**config.mk**
```make
export PLATFORM = sky130hd
export DESIGN_NAME = ricb_reference_input_config_bank
export DESIGN_NICKNAME = d
export VERILOG_FILES = /design/src/rtl/ricb_pkg.sv /design/src/rtl/ricb_reference_input_config_bank.sv
export VERILOG_INCLUDE_DIRS = /design/src /design/src/rtl
export SDC_FILE = /design/constraint.sdc
export NUM_CORES = 1
export LEC_CHECK = 0
export BUFFER_PORTS_ARGS = -buffer_cell sky130_fd_sc_hd__buf_2
export CAP_MARGIN = 10
export CORE_ASPECT_RATIO = 0.6
export CORE_UTILIZATION = 47
export CTS_CLUSTER_SIZE = 14
export DETAILED_ROUTE_END_ITERATION = 8
export HOLD_SLACK_MARGIN = 0.1
export PLACE_DENSITY = 0.77
export RECOVER_POWER = 100
export SLEW_MARGIN = 0
export SYNTH_ARGS = -nofsm -noshare
export SYNTH_HDL_FRONTEND = slang
export SYNTH_SLANG_ARGS = --single-unit
```
**constraint.sdc**
```tcl
create_clock -name clk_sys -period 1.8 [get_ports clk_sys]
set_clock_uncertainty 0.05 [all_clocks]
set_input_delay 0.09 -clock clk_sys [delete_from_list [all_inputs] [get_ports clk_sys]]
set_output_delay 0.09 -clock clk_sys [all_outputs]
set_load 0.05 [all_outputs]
```
**src/rtl/ricb_params.svh**
```systemverilog
`ifndef RICB_PARAMS_SVH
`define RICB_PARAMS_SVH

// ---------------------------------------------------------------
// register offsets
// ---------------------------------------------------------------
`define RICB_ADDR_W          9
`define RICB_OFF_PHASE_SPAN  9'h074
`define RICB_OFF_DIFF_LO     9'h07a
`define RICB_OFF_DIFF_IN8    9'h07b
`define RICB_OFF_HALVE_LO    9'h07c

// ---------------------------------------------------------------
// reset values and fields
// ---------------------------------------------------------------
`define RICB_RST_PHASE_SPAN  8'h0a
`define RICB_RST_DIFF_LO     8'h00
`define RICB_RST_DIFF_IN8    8'h00
`define RICB_RST_HALVE_LO    8'h00
`define RICB_DIFF_IN8_BIT    0
`define RICB_NUM_DIFF        9
`define RICB_NUM_HALVE       8

`endif

```
**src/rtl/ricb_pkg.sv**
```systemverilog
package ricb_pkg;
	// register access request from the serial control port decoder
	typedef struct packed {
		logic       wrEn;
		logic       rdEn;
		logic [8:0] addr;
		logic [7:0] wrData;
	} ricb_req_type;

	// configuration outputs toward the input receivers and pre-dividers
	typedef struct packed {
		logic [7:0] phaseMemorySpan;
		logic [8:0] diffSelect;
		logic [7:0] halveEnable;
	} ricb_cfg_type;
endpackage

```
**src/rtl/ricb_reference_input_config_bank.sv**
```systemverilog
`timescale 1ns/10ps
`include "ricb_params.svh"
module ricb_reference_input_config_bank
(
	input  wire logic                  clk_sys,
	input  wire logic                  resetn,
	input  wire ricb_pkg::ricb_req_type regReq,
	output logic [7:0]                 rdData,
	output logic                       rdHit,
	output ricb_pkg::ricb_cfg_type      cfgOut,
	input  wire logic [8:0]            inputPositivePin,
	input  wire logic [8:0]            inputNegativePin,
	input  wire logic [7:0]            referenceInputClk,
	output logic [7:0]                 referenceToDpll,
	output logic [8:0]                 receivedInput
);
	import ricb_pkg::*;

	// ---------------------------------------------------------------
	// register storage
	// ---------------------------------------------------------------
	logic [7:0] phaseSpan_q;
	logic [7:0] diffLo_q;
	logic       diffIn8_q;
	logic [7:0] halveLo_q;
	logic [8:0] posSync1_q;
	logic [8:0] posSync2_q;
	logic [8:0] negSync1_q;
	logic [8:0] negSync2_q;
	logic [7:0] refSync1_q;
	logic [7:0] refSync2_q;
	logic [7:0] refPrev_q;
	logic [7:0] halfClk_q;
	logic [7:0] toDpll_d;
	logic [7:0] toDpll_q;
	logic [8:0] received_d;
	logic [8:0] received_q;
	logic [7:0] rdData_d;
	logic [7:0] rdData_q;
	logic       rdHit_q;

	// ---------------------------------------------------------------
	// address decode
	// ---------------------------------------------------------------
	wire selSpan  = (regReq.addr == `RICB_OFF_PHASE_SPAN);
	wire selDiffL = (regReq.addr == `RICB_OFF_DIFF_LO);
	wire selDiff8 = (regReq.addr == `RICB_OFF_DIFF_IN8);
	wire selHalve = (regReq.addr == `RICB_OFF_HALVE_LO);
	wire anySel   = selSpan | selDiffL | selDiff8 | selHalve;

	// read mux; unmapped addresses return zero
	assign rdData_d = selSpan  ? phaseSpan_q :
	                  selDiffL ? diffLo_q :
	                  selDiff8 ? {7'h00, diffIn8_q} :
	                  selHalve ? halveLo_q : 8'h00;

	// ---------------------------------------------------------------
	// write strobes
	// ---------------------------------------------------------------
	// one strobe per register keeps each write process small
	wire wrSpan  = regReq.wrEn & selSpan;
	wire wrDiffL = regReq.wrEn & selDiffL;
	wire wrDiff8 = regReq.wrEn & selDiff8;
	wire wrHalve = regReq.wrEn & selHalve;

	// reset image of the input 8 register; only its select bit is stored
	wire [7:0] rstDiffIn8 = `RICB_RST_DIFF_IN8;

	// ---------------------------------------------------------------
	// register writes
	// ---------------------------------------------------------------
	// the span code is stored raw; decoding to time is the DPLL's job
	always_ff @(posedge clk_sys)
	begin
		if (!resetn)
		begin
			phaseSpan_q <= `RICB_RST_PHASE_SPAN;
		end
		else if (wrSpan)
		begin
			phaseSpan_q <= regReq.wrData;
		end
	end

	// differential selects of inputs 0 to 7
	always_ff @(posedge clk_sys)
	begin
		if (!resetn)
		begin
			diffLo_q <= `RICB_RST_DIFF_LO;
		end
		else if (wrDiffL)
		begin
			diffLo_q <= regReq.wrData;
		end
	end

	// reserved bits are dropped here, so they can only read back zero
	always_ff @(posedge clk_sys)
	begin
		if (!resetn)
		begin
			diffIn8_q <= rstDiffIn8[`RICB_DIFF_IN8_BIT];
		end
		else if (wrDiff8)
		begin
			diffIn8_q <= regReq.wrData[`RICB_DIFF_IN8_BIT];
		end
	end

	// halving enables of inputs 0 to 7
	always_ff @(posedge clk_sys)
	begin
		if (!resetn)
		begin
			halveLo_q <= `RICB_RST_HALVE_LO;
		end
		else if (wrHalve)
		begin
			halveLo_q <= regReq.wrData;
		end
	end

	// ---------------------------------------------------------------
	// read return
	// ---------------------------------------------------------------
	// data held between reads so the host may fetch it late
	always_ff @(posedge clk_sys)
	begin
		if (!resetn)
		begin
			rdData_q <= 8'h00;
		end
		else if (regReq.rdEn)
		begin
			rdData_q <= rdData_d;
		end
	end

	// hit stands one cycle; unmapped reads leave it low
	always_ff @(posedge clk_sys)
	begin
		if (!resetn)
		begin
			rdHit_q <= 1'b0;
		end
		else
		begin
			rdHit_q <= regReq.rdEn & anySel;
		end
	end

	assign rdData = rdData_q;
	assign rdHit  = rdHit_q;

	// ---------------------------------------------------------------
	// configuration outputs
	// ---------------------------------------------------------------
	// straight from the registers, so they change one edge after a write
	assign cfgOut.phaseMemorySpan = phaseSpan_q;
	assign cfgOut.diffSelect      = {diffIn8_q, diffLo_q};
	assign cfgOut.halveEnable     = halveLo_q;

	// ---------------------------------------------------------------
	// pin synchronisers
	// ---------------------------------------------------------------
	// positive pins; only the second stage reads the first
	always_ff @(posedge clk_sys)
	begin
		if (!resetn)
		begin
			posSync1_q <= 9'h000;
			posSync2_q <= 9'h000;
		end
		else
		begin
			posSync1_q <= inputPositivePin;
			posSync2_q <= posSync1_q;
		end
	end

	// negative pins; asynchronous to clk_sys like the positive ones
	always_ff @(posedge clk_sys)
	begin
		if (!resetn)
		begin
			negSync1_q <= 9'h000;
			negSync2_q <= 9'h000;
		end
		else
		begin
			negSync1_q <= inputNegativePin;
			negSync2_q <= negSync1_q;
		end
	end

	// reference clocks ahead of the pre-dividers
	always_ff @(posedge clk_sys)
	begin
		if (!resetn)
		begin
			refSync1_q <= 8'h00;
			refSync2_q <= 8'h00;
		end
		else
		begin
			refSync1_q <= referenceInputClk;
			refSync2_q <= refSync1_q;
		end
	end

	// ---------------------------------------------------------------
	// per-input receiver (inputs 0 to 8) and pre-divider (inputs 0 to 7)
	// ---------------------------------------------------------------
	// a sampled model: only usable for references well below clk_sys/2
	genvar gi;
	generate
		for (gi = 0; gi < `RICB_NUM_DIFF; gi = gi + 1)
		begin : gRecv
			// differential compares the pair; single-ended ignores negative pin
			wire diffLevel   = posSync2_q[gi] & ~negSync2_q[gi];
			wire singleLevel = posSync2_q[gi];
			assign received_d[gi] = cfgOut.diffSelect[gi] ? diffLevel : singleLevel;
		end

		for (gi = 0; gi < `RICB_NUM_HALVE; gi = gi + 1)
		begin : gHalve
			// rising edge of the synchronised reference
			wire refRise = refSync2_q[gi] & ~refPrev_q[gi];
			// edge history; reset low like the idle pin, so no false edge
			always_ff @(posedge clk_sys)
			begin
				if (!resetn)
				begin
					refPrev_q[gi] <= 1'b0;
				end
				else
				begin
					refPrev_q[gi] <= refSync2_q[gi];
				end
			end
			// toggle on each rising edge gives the halved clock
			always_ff @(posedge clk_sys)
			begin
				if (!resetn)
				begin
					halfClk_q[gi] <= 1'b0;
				end
				else if (refRise)
				begin
					halfClk_q[gi] <= ~halfClk_q[gi];
				end
			end
			// divider keeps running while bypassed, so enabling may start mid-phase
			assign toDpll_d[gi] = halveLo_q[gi] ? halfClk_q[gi] :
				refSync2_q[gi];
		end
	endgenerate

	// ---------------------------------------------------------------
	// output flops
	// ---------------------------------------------------------------
	// clocks toward the DPLLs leave a flop, never the select mux
	always_ff @(posedge clk_sys)
	begin
		if (!resetn)
		begin
			toDpll_q <= 8'h00;
		end
		else
		begin
			toDpll_q <= toDpll_d;
		end
	end

	// received levels registered like every other data output
	always_ff @(posedge clk_sys)
	begin
		if (!resetn)
		begin
			received_q <= 9'h000;
		end
		else
		begin
			received_q <= received_d;
		end
	end

	assign referenceToDpll = toDpll_q;
	assign receivedInput   = received_q;
endmodule

```
Word level (Yosys, flattened, before mapping)
Cells that the tools add are included.
- bits in registers: 119
- input bits: 47
- output and inout bits: 51
- logic and storage cells: 105
- eq/ne operators: 4
- mux-type cells: 21
- bitwise operators: 50
- operator list (cell ; number):
    equality test 9 x 7 -> 1 bit, second input constant ; 4
    2-to-1 mux 8 bit ; 4
    inverter 1 bit ; 25
    AND 1 bit ; 22
    2-to-1 mux 1 bit ; 17
    OR 1 bit ; 3

Logic depth before layout (Yosys ltp)
Gate-level depths: netlist of the first run.
- depth after elaboration: 5
- mapped depth: 7
- mapped depth without buffers: 4

Least setup slack after synthesis of the first run
OpenSTA, ideal clock, no wires.
- path type: input to register
- start: input regReq[8] (netlist bit)
- end: register phaseSpan_q[2]
- setup time: 0.115 ns
- data arrival time: 1.558 ns
- required time: 1.635 ns
- slack: 0.077 ns
- stages on the path: 7
- buffers on the path: 3
- cells stage by stage: or4b_1 -> buf_2 -> or4_4 -> buf_6 -> buf_12 -> nand3_2 -> o21ai_2
- cells in the longest elaborated chain, start to end: 2
- RTL lines (element ; RTL line ; source):
    from (decl) ; ricb_reference_input_config_bank.sv:7 ; input wire ricb_pkg::ricb_req_type regReq,
    equality test 9 x 7 -> 1 bit (no source line) ; -- ;
    AND 1 bit ; ricb_reference_input_config_bank.sv:61 ; wire wrSpan = regReq.wrEn & selSpan;
    to (signal assigned) ; ricb_reference_input_config_bank.sv:77 ; phaseSpan_q <= `RICB_RST_PHASE_SPAN;
    to (signal assigned) ; ricb_reference_input_config_bank.sv:81 ; phaseSpan_q <= regReq.wrData;
    to (decl) ; ricb_reference_input_config_bank.sv:22 ; logic [7:0] phaseSpan_q;
Every way passes these cells.
A chain may end at the register's enable or synchronous reset.

Final worst setup path of the first run
- start: input regReq[16] (netlist bit)
- end: register diffIn8_q
- cells in the longest elaborated chain, start to end: 2
- RTL lines (element ; RTL line ; source):
    equality test 9 x 7 -> 1 bit (no source line) ; -- ;
    AND 1 bit ; ricb_reference_input_config_bank.sv:63 ; wire wrDiff8 = regReq.wrEn & selDiff8;
    to (signal assigned) ; ricb_reference_input_config_bank.sv:103 ; diffIn8_q <= rstDiffIn8[`RICB_DIFF_IN8_BIT];
    to (signal assigned) ; ricb_reference_input_config_bank.sv:107 ; diffIn8_q <= regReq.wrData[`RICB_DIFF_IN8_BIT];
    to (decl) ; ricb_reference_input_config_bank.sv:24 ; logic diffIn8_q;
Every way passes these cells.

==> summary.md, run 1 <==
| Metric | Value |
|---|---|
| Status | complete, no violations |
| Rel. slew slack | 52.5% |
| CP Max Fanout | 4 |
| Vias in the first global route | 2994 |
| Die W | 121 um |
| # IOs | 98 |
| Fin crit share | 97.7% |
| Reg-to-reg endpoint | rdData[5]$_SDFFE_PN0P_ |
| Post-synth cell types | 34 |
| 1st-iter DRT viols | 166 |
| Setup violators final | 0 |
| Clock Path Buffers | 2 |
| Setup crit start kind | input pin |
| Syn-to-layout area delta | 37.0% |
| Commonest cells in the netlist | dfxtp_1, and2_1, nand2_1 |
| Diodes inserted | 0 |
| DR vias/cell | 4.86 |
| Htree depth | 4 |
| Clock Root Buffer | clkbuf_16 |
| Flop-to-flop setup slack | 0.72 ns |
| Mapped Area | 4000 sq um |
| Die Y | 73.5 um |
| Hold Path Origin | regReq[12] |
| Total CTS buffers | 17 |
| Final Wtd Congestion | 0.837 |
| Unrepaired setup endpoints after global routing | no |
| Via count | 3149 |
| Mapped Nets | 427 |
| Area leader, netlist | dfxtp_1 |
| DRC errors left | 0 |
| CTS tree | yes |
| Max Transition Viols Final | 0 |
| I/O Buffers | 97 |
| Setup TNS | 0 ns |
| Share of the synthesized area in the top cell type | 59.6% |
| Asr flop ratio synth | 0% |
| Pin count of the biggest net entering global routing | 76 |
| ANT nets after route | 0 |
| YS warnings | 0 |
| R2R depth | 3 |
| Critical path class | input pin to flip-flop |
| Mapped Cells | 380 |
| VDD IR max | 651 uV |
| Hold depth | 3 |
| Clock insertion delay at the later pin of the skew report | 0.39 ns |
| Total wire length | 9850 um |
| DP Worst Slack | 0.0305 ns |
| First-pass GRT wire length | 15000 um |
| Core Area | 8070 sq um |
| Worst setup margin | 0.0410 ns |
| Synthesized area per cell | 10.5 sq um |
| Iteration count of the initial detailed-routing pass | 6 |
| Sink Count | 119 |
| Seq/Total Area, Yosys | 59.6% |
| CP arrival | 1.99 ns |
| Most frequent cell after synthesis | dfxtp_1 |
| Endpoint type of the worst setup path | flip-flop |
| Synth area leaders | dfxtp_1, and2_1, mux2i_1 |
| Maxcap violations | 0 |
| GRT Resource Usage Total | 22.9% |
| Top FF cell, synth | dfxtp_1 |
| Fin nets | 575 |
| Final Hold Viols | 0 |
| Antenna violations before repair | 0 |
| Rows | 25 |
| Hold EP | rdHit$_SDFF_PN0_ |
| DP Wirelength | 6570 um |
| Slew @ Worst Pin | 0.715 ns |
| EDFF count, synth | 0 |
| Worst min-delay path category | input pin to flip-flop |
| Flops & latches, synth | 119 |
| Fmax | 0.569 GHz |
| Total gr overflow | 0 |
| Clock transition at the registers of the reported paths | 0.05 ns |
| Die area | 8890 sq um |
| PostCTS Resize Cnt | 0 |
| Leakage | 2.27 nW |
| Share of layout cells above drive strength 1 | 17.2% |
| Worst endpoint required time | 2.03 ns |
| Starting Density | 49.6% |
| Fin crit period | 1.76 ns |
| Drt wl/cell | 15.2 um |
| Worst r2r src | halveLo_q[5]$_SDFFE_PN0P_ |
| PwrDens | 1130 nW/um^2 |
kinds of logic (layout without fill, tap and decap cells):
family | after synthesis | in the layout | synth area share (%)
simple gates | 170 | 170 | 24.2
compound gates | 40 | 40 | 6.60
flops | 119 | 119 | 59.6
mux | 20 | 20 | 5.01
buf+inv | 23 | 183 | 2.88
xor+xnor | 8 | 8 | 1.75
area by class of cell:
class,instances,area [sq um]
fill,657,2590
inverter,1,3.75
multi-input combinational,238,1480
sequential,119,2380
clock inverter,14,129
clock buffer,17,425
tap,108,135
timing repair buffer,151,921
worst max-delay path by stage:
stage | startpoint | to | slack, ns | cells after the start
finish | regReq[16] | diffIn8_q$_SDFFE_PN0P_ | 0.04 | 6
global route | regReq[16] | rdData[1]$_SDFFE_PN0P_ | 0.007 | 6
CTS | regReq[16] | diffIn8_q$_SDFFE_PN0P_ | 0.06 | 6
detailed placement | regReq[9] | phaseSpan_q[6]$_SDFFE_PN0P_ | 0.03 | 5
global placement | regReq[9] | phaseSpan_q[5]$_SDFFE_PN0P_ | 0.05 | 5
floorplan | regReq[8] | phaseSpan_q[2]$_SDFFE_PN0P_ | 0.08 | 7
through the flow:
stage | hold WS [ns] | utilization [%] | instance area, sq um | power [mW] | cells
global route | 0.139 | 67.9 | 5480 | 6.39 | 648
global placement | 0.245 | 57.2 | 4620 | 3.08 | 576
floorplan | 0.165 | - | 4000 | 2.97 | 380
detailed placement | 0.249 | 57.2 | 4620 | 3.09 | 576
CTS | 0.124 | 69.2 | 5580 | 6.25 | 648
finish | 0.152 | 67.9 | 5480 | 6.20 | 648
routing by layer:
| layer | global-route usage [%] | wire length, um | up-vias |
|---|---|---|---|
| li1 | - | - | 1545 |
| met1 | 31.3 | 4820 | 1478 |
| met2 | 34.2 | 4090 | 114 |
| met3 | 6.83 | 829 | 12 |
| met4 | 8.50 | 104 | 0 |
| met5 | 0 | 0 | - |
power breakdown:
group / internal, mW / switching, mW / leakage (nW)
clock: 1.90 / 1.21 / 0.265
sequential: 2.72 / 0.0276 / 0.973
combinational: 0.175 / 0.180 / 1.04
total: 4.79 / 1.41 / 2.27
registers in the layout, indices dropped and copies added, names as in the netlist:
signal / flops
posSync1_q: 9
refSync2_q: 8
negSync2_q: 9
posSync2_q: 9
phaseSpan_q: 8
diffLo_q: 8
halveLo_q: 8
referenceToDpll: 8
rdData: 8
rdHit: 1
refSync1_q: 8
refPrev_q: 8
diffIn8_q: 1
halfClk_q: 8
receivedInput: 9
negSync1_q: 9
worst max-delay path, cell delays in order:
cell           delay, ns
dlygate4sd3_1       0.54
buf_2               0.15
nor3_1              0.35
dlygate4sd3_1       0.63
nand3_1             0.10
mux2i_1             0.13
layout by cell type (no fill, tap or decap), types with 15 or more instances in the layout:
master and n:
nand2b_1 15, buf_2 46, clkbuf_1 54, nand2_1 39
mux2i_1 20, dfxtp_1 119, and2_1 53, clkbuf_16 17
dlygate4sd3_1 41, and2_0 15
repair_timing:
item / CTS / global route
setup buffers: 0 / 0
hold buffers: 41 / 0
endpoints found under the hold margin: 59 / 0
Note: power is estimated with default switching activity, not from simulation.
==> run 2, diff against run 1 <==
==> constraint.sdc (replaced) <==
create_clock -name clk_sys -period 1.8 [get_ports clk_sys]
set_clock_uncertainty 0.05 [all_clocks]
set_input_delay 0.18 -clock clk_sys [delete_from_list [all_inputs] [get_ports clk_sys]]
set_output_delay 0.18 -clock clk_sys [all_outputs]
set_load 0.05 [all_outputs]
==> run 2 against run 1 <==
Effect of this change: combinational power is 4% lower; sequential share of layout area grew 0.19 points; maximum frequency rose by 5.3%; final area down 0.43%; sequential cell count stayed put; global-route usage shrank 0.79 points; clock power up 2%; register-to-register slack better by 0.02 ns; die area unchanged; largest cell class unchanged.
==> summary.md, run 2 (same netlist as run 1, synthesis figures left out) <==
| Metric | Value |
|---|---|
| Iteration count of the initial detailed-routing pass | 4 |
| DR vias/cell | 4.82 |
| Fin crit share | 92.8% |
| Setup crit start kind | input pin |
| Critical path class | input pin to flip-flop |
| Total gr overflow | 0 |
| Cell Count, Final, Fillers Out | 641 |
| Leakage | 2.27 nW |
| # IOs | 98 |
| Die area | 8890 sq um |
| Commonest non-fill, non-tap cell in the layout | dfxtp_1 |
| Unrepaired setup endpoints after global routing | no |
| Most frequent cell on the critical path | clkbuf_1 |
| Slowest cell delay on critical path | 0.67 ns |
| Antenna violations before repair | 0 |
| Die Y | 73.5 um |
| Syn-to-layout area delta | 36.4% |
| Die W | 121 um |
| Clock Root Buffer | clkbuf_16 |
| VDD IR max | 1050 uV |
| Fmax | 0.599 GHz |
| First-pass GRT wire length | 14300 um |
| Worst min-delay path category | input pin to flip-flop |
| Most frequent cells in the layout | dfxtp_1, clkbuf_1, and2_1 |
| Critical path's top delay family | simple AND/OR/NAND/NOR gates |
| Critical path buffer and inverter count | 2 |
| Maxcap violations | 0 |
| 1st-iter DRT viols | 253 |
| Multi-input logic area | 1500 sq um |
| Fill cell count | 676 |
| Cell Area, Placed | 4610 sq um |
| Clock Path Buffers | 2 |
| ANT nets after route | 0 |
| DRC errors left | 0 |
| Post-layout instance area | 5460 sq um |
| PwrDens | 1150 nW/um^2 |
| Final Hold Viols | 0 |
| Endpoint type of the worst setup path | flip-flop |
| Diodes inserted | 0 |
| CTS tree | yes |
| Total wire length | 9060 um |
| Setup violators final | 0 |
| Hold Slack | 0.137 ns |
| Vias in the first global route | 2993 |
| Worst endpoint required time | 2.08 ns |
| Slew @ Worst Pin | 0.652 ns |
| PostCTS Resize Cnt | 0 |
| Placed insts | 576 |
| Final Wtd Congestion | 0.893 |
| Status | complete, no violations |
| Total design power | 6.26 mW |
| Crit path cell chain | clkbuf_1 -> or4b_4 -> or4_1 -> clkbuf_1 -> o21ai_0 |
| CP arrival | 1.95 ns |
| Clock transition at the registers of the reported paths | 0.05 ns |
| Core Area | 8070 sq um |
| Htree depth | 4 |
| Via count | 3088 |
| Worst setup margin | 0.130 ns |
| Register area | 2380 sq um |
| Drt wl/cell | 14.1 um |
| Share of layout cells above drive strength 1 | 17.4% |
| Fin crit period | 1.67 ns |
| GRT Resource Usage Total | 22.1% |
| Max Transition Viols Final | 0 |
| Pin count of the biggest net entering global routing | 64 |
| Sink Count | 119 |
| Rel. slew slack | 56.7% |
| Clock insertion delay at the later pin of the skew report | 0.40 ns |
| DP Worst Slack | -0.0201 ns |
| DP Wirelength | 6040 um |
| I/O Buffers | 97 |
| CP Max Fanout | 9 |
| Fin nets | 569 |
| Total CTS buffers | 17 |
| Rows | 25 |
| Starting Density | 49.6% |
| Crit-path slowest cell | or4_1 |
[run 2: cell types whose count changed in the layout (fill, tap and decap cells not counted), sizes merged]
cell | before | now
clkinvlp | 3 | 0
clkinv | 8 | 1
dlygate4sd3 | 41 | 35
inv | 3 | 1
buf | 52 | 55
clkbuf | 75 | 83
[run 2: cell type report]
type	instances	share of cell area, %
timing repair buffer	145	15.8
inverter	1	0.0688
clock buffer	28	9.84
sequential	119	43.7
tap	108	2.48
clock inverter	2	0.642
multi-input combinational	238	27.5
[run 2: final timing paths]
check,start,to,slack [ns],depth (start not counted)
worst max-delay path,regReq[8],phaseSpan_q[7]$_SDFFE_PN0P_,0.13,5
worst min-delay path,regReq[17],rdData[2]$_SDFFE_PN0P_,0.14,4
worst max register to register,halveLo_q[2]$_SDFFE_PN0P_,rdData[2]$_SDFFE_PN0P_,0.74,3
worst min register to register,negSync2_q[2]$_SDFF_PN0_,receivedInput[2]$_SDFF_PN0_,0.35,1
[run 2: power breakdown]
group / internal, mW / leakage, nW / switching [mW]
clock network: 2.14 / 0.283 / 1.04
logic: 0.168 / 1.02 / 0.173
registers: 2.72 / 0.973 / 0.0262
[run 2: what timing repair did]
action / 4_1_cts / 5_1_grt
endpoints found under the hold margin: 43 / 0
buffers inserted: 0 / 0
hold buffers: 35 / 0
[run 2: per-stage QoR]
| step | setup TNS [ns] | utilization (%) |
|---|---|---|
| 6_report | 0 | 67.6 |
| 5_1_grt | 0 | 67.6 |
| 4_1_cts | 0 | 68.6 |
| 3_5_place_dp | -0.0625 | 57.1 |
| 3_3_place_gp | 0 | 57.1 |
| 2_1_floorplan | -0.0275 | - |
[run 2: tightest hold or removal path, stage by stage]
cell and delay, ns:
buf_2 0.09, nor2b_1 0.12, nand2_1 0.10, o31ai_1 0.05
[run 2: per-layer routing]
| metal | share of wire (%) | track usage [%] |
|---|---|---|
| met5 | 0 | 0 |
| met4 | 0.30 | 7.82 |
| met3 | 9.6 | 8.00 |
| met2 | 44 | 34.4 |
| met1 | 46 | 28.4 |
